[src/verilog/fsq_pkg.sv]
// Shared constants and types of the flow sampling sequencer.
// Assumes a single 100 MHz system clock and plain-port settings.
package fsq_pkg;

	// Two-digit program numbers, as entered before start
	localparam logic [7:0] PROG_WINDOW = 8'h01;
	localparam logic [7:0] PROG_OVERRIDE = 8'h02;
	localparam logic [7:0] PROG_EVENT = 8'h03;

	// Interval entry limits, hours and minutes
	localparam int INTV_W = 13;
	localparam logic [6:0] HOURS_MAX = 7'h63;
	localparam logic [5:0] MINS_MAX = 6'h3b;
	localparam logic [12:0] MINS_PER_HOUR = 13'h003c;
	localparam logic [12:0] INTV_MIN = 13'h0001;

	// Timebase: clock period, one minute, contact debounce time
	localparam longint unsigned CLK_PERIOD_NS = 64'h000000000000000a;
	localparam longint unsigned MINUTE_NS = 64'h0000000df8475800;
	localparam longint unsigned CYCLES_PER_MIN = MINUTE_NS / CLK_PERIOD_NS;
	localparam longint unsigned DEBOUNCE_NS = 64'h0000000000989680;
	localparam longint unsigned DEBOUNCE_CYCLES = DEBOUNCE_NS / CLK_PERIOD_NS;
	localparam int TICK_W = 33;

	// Sequencer states
	typedef enum logic [2:0] {
		ST_IDLE = 3'b000,
		ST_WAIT = 3'b001,
		ST_ADV = 3'b010,
		ST_DRAW = 3'b011,
		ST_DONE = 3'b100
	} fsq_state_t;

	// Running program
	typedef enum logic [1:0] {
		M_NONE = 2'b00,
		M_WINDOW = 2'b01,
		M_OVERRIDE = 2'b10,
		M_EVENT = 2'b11
	} fsq_mode_t;

endpackage : fsq_pkg

[src/verilog/fsq_debounce.sv]
// Contact closure input conditioner: synchroniser, debounce, rise pulse.
// Assumes the raw contact may bounce for less than STABLE_CYCLES cycles.
`timescale 1ns/100ps
`default_nettype none
module fsq_debounce #(
	parameter int unsigned STABLE_CYCLES = 1000000
) (
	// Clock, reset, enable
	input wire logic ref_clk,
	input wire logic sys_rst,
	input wire logic clk_en,
	// Raw contact, closed high
	input wire logic raw_in,
	// Conditioned level and closing edge
	output logic level,
	output logic rise
);
	localparam int CNT_W = $clog2(STABLE_CYCLES + 1);
	localparam logic [CNT_W-1:0] CNT_LAST = CNT_W'(STABLE_CYCLES - 1);

	logic sync1, sync2;
	logic [CNT_W-1:0] cnt, next_cnt;
	logic next_level, next_rise;

	// Level accepted only after it stays put for the whole stable time
	always_comb begin
		next_cnt = '0;
		next_level = level;
		next_rise = 1'b0;
		if (sync2 != level) begin
			next_cnt = cnt + 1'b1;
			if (cnt == CNT_LAST) begin
				next_cnt = '0;
				next_level = sync2;
				next_rise = sync2;
			end
		end
	end

	// First stage feeds only the second, metastability guard
	always_ff @(posedge ref_clk) begin
		if (sys_rst) begin
			sync1 <= 1'b0;
			sync2 <= 1'b0;
			cnt <= '0;
			level <= 1'b0;
			rise <= 1'b0;
		end else if (clk_en) begin
			sync1 <= raw_in;
			sync2 <= sync1;
			cnt <= next_cnt;
			level <= next_level;
			rise <= next_rise;
		end
	end
endmodule : fsq_debounce
`default_nettype wire

[src/verilog/fsq_sequencer.sv]
// Flow-triggered multi-bottle sampling sequencer: windowed, override, event.
// Assumes synchronous inputs, actuators that acknowledge with one-cycle pulses.
// What this block does
// - Program number 01, 02 or 03 picks window, override or event mode.
// - Each sequence advances the spout, then draws exactly one sample.
// - Intervals range from one minute to 99 hours 59 minutes.
// - Window mode: each bottle owns one window; samples go to it only.
// - Window mode: a closure samples into its window's bottle; one still pending at expiry goes to the next bottle, or is lost after the last.
// - Window mode: equal windows, next starts at once on expiry.
// - Window mode: window without closure ends with one sample there.
// - Window mode runs until every bottle holds at least one sample.
// - Window mode ignores the bottle full signal.
// - Override mode: countdown starts at program start, beside closure watch.
// - Override mode: each closure samples once and bumps the count.
// - Override mode: timeout without closure forces one sequence.
// - Override mode ends on all bottles filled or bottle full.
// - Event mode: the first closure samples at once.
// - Event mode: while held closed, sample each time the interval elapses.
// - Event mode: momentary closures sample once each; hold for intervals.
// - Event mode: contact opening suspends until a new closure.
// - Event mode: resume keeps bottle and sample position.
// - Event mode ends on all bottles filled or bottle full.
// - Deferred start is refused in event mode.
// - Bottle count comes from the bottle count setting.
`timescale 1ns/100ps
`default_nettype none
module fsq_sequencer #(
	parameter int BOTTLE_W = 7,
	parameter int SAMPLE_W = 8,
	parameter int TOTAL_W = 16,
	parameter longint unsigned MIN_CYCLES = fsq_pkg::CYCLES_PER_MIN,
	parameter int unsigned DEB_CYCLES = 32'(fsq_pkg::DEBOUNCE_CYCLES)
) (
	// Clock, reset, enable
	input wire logic ref_clk,
	input wire logic sys_rst,
	input wire logic clk_en,
	// Settings, sampled on start
	input wire logic start,
	input wire logic [7:0] prog_num,
	input wire logic [6:0] intv_hours,
	input wire logic [5:0] intv_mins,
	input wire logic [BOTTLE_W-1:0] bottle_count,
	input wire logic [SAMPLE_W-1:0] samples_per_bottle,
	input wire logic defer_req,
	// Field inputs
	input wire logic closure_in,
	input wire logic bottle_full,
	// Actuators
	output logic spout_adv,
	input wire logic spout_ack,
	output logic pump_draw,
	input wire logic pump_ack,
	// Status
	output logic running,
	output logic suspended,
	output logic prog_done,
	output logic prog_err,
	output logic defer_granted,
	output logic [BOTTLE_W-1:0] bottle_idx,
	output logic [SAMPLE_W-1:0] sample_in_bottle,
	output logic [TOTAL_W-1:0] sample_total
);
	localparam logic [fsq_pkg::TICK_W-1:0] TICK_LAST = fsq_pkg::TICK_W'(MIN_CYCLES - 1);
	localparam int IW = fsq_pkg::INTV_W;

	fsq_pkg::fsq_state_t state, next_state;
	fsq_pkg::fsq_mode_t mode, next_mode;
	logic [IW-1:0] interval, next_interval;
	logic [BOTTLE_W-1:0] last_bottle, next_last_bottle, next_bottle_idx;
	logic [SAMPLE_W-1:0] per_bottle, next_per_bottle, next_sample_in_bottle;
	logic [TOTAL_W-1:0] next_sample_total;
	logic exp_pend, next_exp_pend, clos_pend, next_clos_pend;
	logic win_has, next_win_has, exp_seq, next_exp_seq;
	logic next_prog_err, next_defer_granted;
	logic [fsq_pkg::TICK_W-1:0] tick, next_tick;
	logic [IW-1:0] min_left, next_min_left;
	logic clos_lvl, clos_rise, timer_run, tmr_restart, expire, last_sample;

	function automatic logic [IW-1:0] to_minutes(input logic [6:0] h, input logic [5:0] m);
		logic [6:0] hc;
		logic [5:0] mc;
		logic [IW-1:0] t;
		hc = (h > fsq_pkg::HOURS_MAX) ? fsq_pkg::HOURS_MAX : h;
		mc = (m > fsq_pkg::MINS_MAX) ? fsq_pkg::MINS_MAX : m;
		t = IW'(hc) * fsq_pkg::MINS_PER_HOUR + IW'(mc);
		return (t < fsq_pkg::INTV_MIN) ? fsq_pkg::INTV_MIN : t;
	endfunction : to_minutes

	fsq_debounce #(
		.STABLE_CYCLES(DEB_CYCLES)
	) u_deb (
		.ref_clk(ref_clk),
		.sys_rst(sys_rst),
		.clk_en(clk_en),
		.raw_in(closure_in),
		.level(clos_lvl),
		.rise(clos_rise)
	);

	assign last_sample = (sample_in_bottle == per_bottle - 1'b1) && (bottle_idx == last_bottle);

	// event mode counts only while the contact is held
	assign timer_run = running && (mode != fsq_pkg::M_EVENT || clos_lvl);
	assign expire = timer_run && tick == TICK_LAST && min_left == fsq_pkg::INTV_MIN;

	// Minute timebase; reloads itself on expiry so windows follow back to back
	always_comb begin
		next_tick = tick;
		next_min_left = min_left;
		if (tmr_restart || !timer_run) begin
			next_tick = '0;
			// New interval on the start edge, else the first count uses the old one
			next_min_left = next_interval;
		end else if (tick == TICK_LAST) begin
			next_tick = '0;
			next_min_left = expire ? interval : min_left - 1'b1;
		end else begin
			next_tick = tick + 1'b1;
		end
	end

	always_ff @(posedge ref_clk) begin
		if (sys_rst) begin
			tick <= '0;
			min_left <= fsq_pkg::INTV_MIN;
		end else if (clk_en) begin
			tick <= next_tick;
			min_left <= next_min_left;
		end
	end

	// Sequencer: program select, sampling sequence, bottle bookkeeping
	always_comb begin
		next_state = state;
		next_mode = mode;
		next_interval = interval;
		next_last_bottle = last_bottle;
		next_per_bottle = per_bottle;
		next_bottle_idx = bottle_idx;
		next_sample_in_bottle = sample_in_bottle;
		next_sample_total = sample_total;
		next_prog_err = prog_err;
		next_defer_granted = defer_granted;
		next_win_has = win_has;
		next_exp_seq = exp_seq;
		// Events latch, set wins over the clear below
		next_exp_pend = exp_pend;
		next_clos_pend = clos_pend;
		tmr_restart = 1'b0;
		unique case (state)
			fsq_pkg::ST_IDLE, fsq_pkg::ST_DONE: begin
				next_exp_pend = 1'b0;
				next_clos_pend = 1'b0;
				if (start) begin
					next_prog_err = 1'b0;
					next_interval = to_minutes(intv_hours, intv_mins);
					// bottles from the bottle count setting
					next_last_bottle = (bottle_count == '0) ? '0 : bottle_count - 1'b1;
					next_per_bottle = (samples_per_bottle == '0) ? SAMPLE_W'(1) : samples_per_bottle;
					next_bottle_idx = '0;
					next_sample_in_bottle = '0;
					next_sample_total = '0;
					next_win_has = 1'b0;
					next_exp_seq = 1'b0;
					tmr_restart = 1'b1;
					next_state = fsq_pkg::ST_WAIT;
					unique case (prog_num)
						fsq_pkg::PROG_WINDOW: next_mode = fsq_pkg::M_WINDOW;
						fsq_pkg::PROG_OVERRIDE: next_mode = fsq_pkg::M_OVERRIDE;
						fsq_pkg::PROG_EVENT: next_mode = fsq_pkg::M_EVENT;
						default: begin
							next_mode = fsq_pkg::M_NONE;
							next_prog_err = 1'b1;
							next_state = state;
						end
					endcase
					// no deferred start in event mode
					next_defer_granted = defer_req && !next_prog_err && prog_num != fsq_pkg::PROG_EVENT;
				end
			end
			fsq_pkg::ST_WAIT: begin
				if (mode == fsq_pkg::M_WINDOW) begin
					// bottle full is not watched here
					if (exp_pend) begin
						if (!win_has) begin
							// empty window still gets one sample
							next_exp_seq = 1'b1;
							next_state = fsq_pkg::ST_ADV;
						end else begin
							next_exp_pend = 1'b0;
							next_win_has = 1'b0;
							// stop once the last window has a sample
							if (bottle_idx == last_bottle) begin
								next_state = fsq_pkg::ST_DONE;
							end else begin
								next_bottle_idx = bottle_idx + 1'b1;
							end
						end
					end else if (clos_pend) begin
						// closure samples into the active bottle
						next_clos_pend = 1'b0;
						next_state = fsq_pkg::ST_ADV;
					end
				end else if (bottle_full) begin
					// same end condition in event mode
					next_state = fsq_pkg::ST_DONE;
				end else if (clos_pend) begin
					next_clos_pend = 1'b0;
					next_exp_pend = 1'b0;
					next_state = fsq_pkg::ST_ADV;
				end else if (exp_pend) begin
					next_exp_pend = 1'b0;
					next_state = fsq_pkg::ST_ADV;
				end
			end
			fsq_pkg::ST_ADV: begin
				if (spout_ack) begin
					next_state = fsq_pkg::ST_DRAW;
				end
			end
			fsq_pkg::ST_DRAW: begin
				if (pump_ack) begin
					next_sample_total = sample_total + 1'b1;
					next_state = fsq_pkg::ST_WAIT;
					if (mode == fsq_pkg::M_WINDOW) begin
						// bottle only changes at window end
						next_win_has = 1'b1;
						if (exp_seq) begin
							next_exp_seq = 1'b0;
							next_exp_pend = 1'b0;
							next_win_has = 1'b0;
							if (bottle_idx == last_bottle) begin
								next_state = fsq_pkg::ST_DONE;
							end else begin
								next_bottle_idx = bottle_idx + 1'b1;
							end
						end
					end else begin
						tmr_restart = 1'b1;
						next_exp_pend = 1'b0;
						if (last_sample) begin
							next_state = fsq_pkg::ST_DONE;
						end else if (sample_in_bottle == per_bottle - 1'b1) begin
							next_sample_in_bottle = '0;
							next_bottle_idx = bottle_idx + 1'b1;
						end else begin
							next_sample_in_bottle = sample_in_bottle + 1'b1;
						end
					end
				end
			end
			default: next_state = fsq_pkg::ST_IDLE;
		endcase
		// Events seen during a sequence wait their turn
		if (running && clos_rise) begin
			next_clos_pend = 1'b1;
		end
		if (expire) begin
			next_exp_pend = 1'b1;
		end
	end

	always_ff @(posedge ref_clk) begin
		if (sys_rst) begin
			state <= fsq_pkg::ST_IDLE;
			mode <= fsq_pkg::M_NONE;
			interval <= fsq_pkg::INTV_MIN;
			last_bottle <= '0;
			per_bottle <= '0;
			bottle_idx <= '0;
			sample_in_bottle <= '0;
			sample_total <= '0;
			prog_err <= 1'b0;
			defer_granted <= 1'b0;
			win_has <= 1'b0;
			exp_seq <= 1'b0;
			exp_pend <= 1'b0;
			clos_pend <= 1'b0;
		end else if (clk_en) begin
			state <= next_state;
			mode <= next_mode;
			interval <= next_interval;
			last_bottle <= next_last_bottle;
			per_bottle <= next_per_bottle;
			bottle_idx <= next_bottle_idx;
			sample_in_bottle <= next_sample_in_bottle;
			sample_total <= next_sample_total;
			prog_err <= next_prog_err;
			defer_granted <= next_defer_granted;
			win_has <= next_win_has;
			exp_seq <= next_exp_seq;
			exp_pend <= next_exp_pend;
			clos_pend <= next_clos_pend;
		end
	end

	// Status decode; requests stand until acknowledged
	assign running = state inside {fsq_pkg::ST_WAIT, fsq_pkg::ST_ADV, fsq_pkg::ST_DRAW};
	assign spout_adv = state == fsq_pkg::ST_ADV;
	assign pump_draw = state == fsq_pkg::ST_DRAW;
	assign prog_done = state == fsq_pkg::ST_DONE;
	assign suspended = running && mode == fsq_pkg::M_EVENT && !clos_lvl;
endmodule : fsq_sequencer
`default_nettype wire

[config.mk]
export PLATFORM = sky130hd
export DESIGN_NAME = fsq_sequencer
export DESIGN_NICKNAME = d
export VERILOG_FILES = /design/src/verilog/fsq_pkg.sv /design/src/verilog/fsq_debounce.sv /design/src/verilog/fsq_sequencer.sv
export SDC_FILE = /design/constraint.sdc
export NUM_CORES = 1
export LEC_CHECK = 0
export BUFFER_PORTS_ARGS = -buffer_cell sky130_fd_sc_hd__buf_4
export CAP_MARGIN = 10
export CORE_MARGIN = 5
export CORE_UTILIZATION = 45
export CTS_CLUSTER_SIZE = 40
export DETAILED_ROUTE_END_ITERATION = 7
export PLACE_DENSITY = 0.66
export SLEW_MARGIN = 20
export SYNTH_ARGS = -nofsm -noshare
export SYNTH_HDL_FRONTEND = slang
export SYNTH_SLANG_ARGS = --single-unit
export TNS_END_PERCENT = 5
[constraint.sdc]
create_clock -name ref_clk -period 12.83 [get_ports ref_clk]
set_input_delay 2.566 -clock ref_clk [delete_from_list [all_inputs] [get_ports ref_clk]]
set_output_delay 2.566 -clock ref_clk [all_outputs]
set_load 0.02 [all_outputs]
==> metrics.csv <==
stage;metric;value;unit
critical_path;worst r2r src;state[1];
timing;Worst slew margin;34.2;%
route;Via Count;7101;
cells_and_area;Area Overhead vs Synth;16.5;%
yosys;Synth Area per Inst;8.13;um2
clock_network;H-tree Lvls;4;
flow_run;MaxCap Viol Count;0;
clock_network;Post-CTS Hold Fix Bufs;0;
min_path;Hold Path Class;reg2reg;
timing;FMAX;154;MHz
yosys;Yosys cell types;79;
min_path;hold_sp;defer_granted;
critical_path;CP max FO;3;
yosys;post-synth net total;1085;
clock_network;clock sink count;140;
critical_path;Req. time, crit path;13.18;ns
floorplan;Die H;144;um
timing;Final Cycle Share;50.7;%
route;WL/cell;14.5;um
placed_design;RD Place Congestion;0.844;
floorplan;Core ar.;0.0179;mm2
route;Routed Antenna Nets;0;
yosys;post-synthesis sequential area ratio;34.4;%
floorplan;Site Rows;49;
cells_and_area;commonest non-fill, non-tap cell in the layout;nor2_1;
cells_and_area;Filler Cell Count;1738;
timing;Least-Margin Pin Slew;0.980;ns
clock_network;post-CTS setup buffers;0;
yosys;Post-Syn Area;0.00814;mm2
status;status;complete, no violations;
critical_path;CP endpoint kind;register;
global_routing;global-route wire length before repair;31.8;mm
timing;Final Hold Vio Count;0;
clock_network;CTS buffer count;17;
floorplan;num ports;83;
cells_and_area;Non-Filler Instances;1304;
floorplan;die width;144;um
cells_and_area;Final #Nets;1146;
timing;Slew Viols, Final;0;
timing;final setup fails;0;
cells_and_area;share of layout cells above drive strength 1;13.1;%
clock_network;CTS Buffer Depth;2;
route;detailed-route vias per instance;5.45;
global_routing;Tot GR Track Use;18.5;%
yosys;Post-synth EDFFs;0;
global_routing;vias in the first global route;6635;
floorplan;area of the die;0.0209;mm2
power_and_ir_drop;power density cells;137;mW/mm2
route;drt first pass iters;5;
timing;min Tclk post-route;6.50;ns
clock_network;TritonCTS clock tree;built;
placed_design;DP HPWL;13.6;mm
cells_and_area;most frequent cells in the layout;nor2_1, dfxtp_1, nand2_1;
yosys;fraction of registers with async set/reset;0;%
clock_network;Clk Tree Root Cell;clkbuf_16;
critical_path;WS Path Type;in2reg;
clock_network;number of cells upsized or downsized after cts;0;
placed_design;I/O Buffers;82;
timing;Final TNS setup;0;ns
timing;RSZ-0062 raised after global routing;false;
timing;Setup Skew;0.00869;ns
critical_path;CP Launch Type;primary input;
global_routing;Congestion Overflow GR;0;
yosys;Mapped Cells;1001;
power_and_ir_drop;Max VDD drop;0.116;mV
power_and_ir_drop;Leak;0.00368;uW
clock_network;Skew-Pair Late Insertion Delay;0.42;ns
route;drt drc;0;
global_routing;initial antenna violation count;0;
floorplan;initial cell density of the core;45.5;%
cells_and_area;Antenna diodes;0;
yosys;Primary FF master, synth;dfxtp_1;
route;final wirelength;18.9;mm
global_routing;largest net degree at the start of global routing;63;
critical_path;critical path arrival;6.85;ns
route;Initial DRC Count;362;
placed_design;placed cells;1272;
clock_network;Worst-path clk slew;0.06;ns
critical_path;crit path from;intv_hours[4];
yosys;FF+latch count, synth;140;
yosys;YS warnings;0;
[cells in the mapped netlist, drive strengths merged, types with 13 or more instances]
cell type  count  share of area, %
clkbuf        28               1.3
nor3          19               1.2
a21oi         57               3.6
nand4         21               1.6
inv           36               1.7
nand3         39               2.4
a211oi        13               1.3
ha            27               4.1
dfxtp        140                34
and3          16               1.2
o21ai         37               2.3
nor2         156               7.2
buf           15               1.1
nand2        105               4.9
and2          13               1.0
xor2          63               6.8
xnor2         41               4.4
[critical path, cell delays in order]
cell and delay, ns:
buf_4 0.11, o311ai_0 0.46, nand2b_1 0.22, fa_1 0.54, fa_1 0.53, inv_1 0.06
fa_1 0.49, inv_1 0.04, ha_1 0.31, nor2_1 0.05, a21oi_1 0.19, o2111a_1 0.27
nand3_1 0.12, xnor2_1 0.20, nor4bb_1 0.39, a311oi_1 0.14, a21oi_1 0.16
[metrics by stage]
step / utilization (%) / hold WS (ns) / cell area [um2] / total power (uW) / setup slack (ns)
3_5_place_dp: 49.5 / 0.440 / 8870 / 791 / 5.84
4_1_cts: 53.0 / 0.460 / 9480 / 1310 / 6.28
5_1_grt: 53.0 / 0.478 / 9480 / 1370 / 5.94
2_1_floorplan: - / 0.426 / 8140 / 718 / 6.40
3_3_place_gp: 49.5 / 0.441 / 8870 / 789 / 5.96
6_report: 53.0 / 0.456 / 9480 / 1290 / 6.33
[worst paths after layout]
kind	to	depth (start not counted)	slack (ns)
setup / recovery	interval[0]	17	6.33
hold / removal	defer_granted	2	0.46
setup reg to reg	min_left[0]	8	9.66
hold reg to reg	defer_granted	2	0.46
[logic make-up (layout without fill, tap and decap cells)]
logic type | Yosys count | count (layout) | share of synthesized area, %
simple gates | 445 | 445 | 26.9
compound gates | 183 | 183 | 15.1
flops | 140 | 140 | 34.4
xor+xnor | 104 | 104 | 11.2
buf+inv | 81 | 155 | 4.15
fa+ha+maj | 39 | 39 | 7.10
mux | 9 | 9 | 1.12
[metal layers]
| layer | GRT usage (%) | vias up | wire [um] |
|---|---|---|---|
| met5 | 0 | - | 0 |
| met3 | 4.13 | 27 | 889 |
| met2 | 29.9 | 161 | 8870 |
| met4 | 5.35 | 0 | 350 |
| met1 | 25.0 | 3288 | 8800 |
| li1 | - | 3625 | - |
[power breakdown]
group / total (uW) / internal [uW] / switching [uW]
clock network: 509 / 309 / 199
logic: 309 / 123 / 185
registers: 478 / 456 / 21.7
[sequential cells by signal, summed over array words and instances, names as in the netlist, 2 cells and up]
register,cells
sample_total,16
sample_in_bottle,8
min_left,13
interval,13
tick,33
per_bottle,8
bottle_idx,7
state,3
last_bottle,7
mode,2
u_deb.cnt,20
[layout make-up]
cell class,instances,area [um2],share of cell area [%]
clock inverter,15,185,1.95
timing repair buffer,85,638,6.73
inverter,38,143,1.50
sequential,140,2800,29.6
tap,229,287,3.02
multi-input combinational,780,5000,52.8
clock buffer,17,425,4.49
Power figures use the tool's default switching activity.
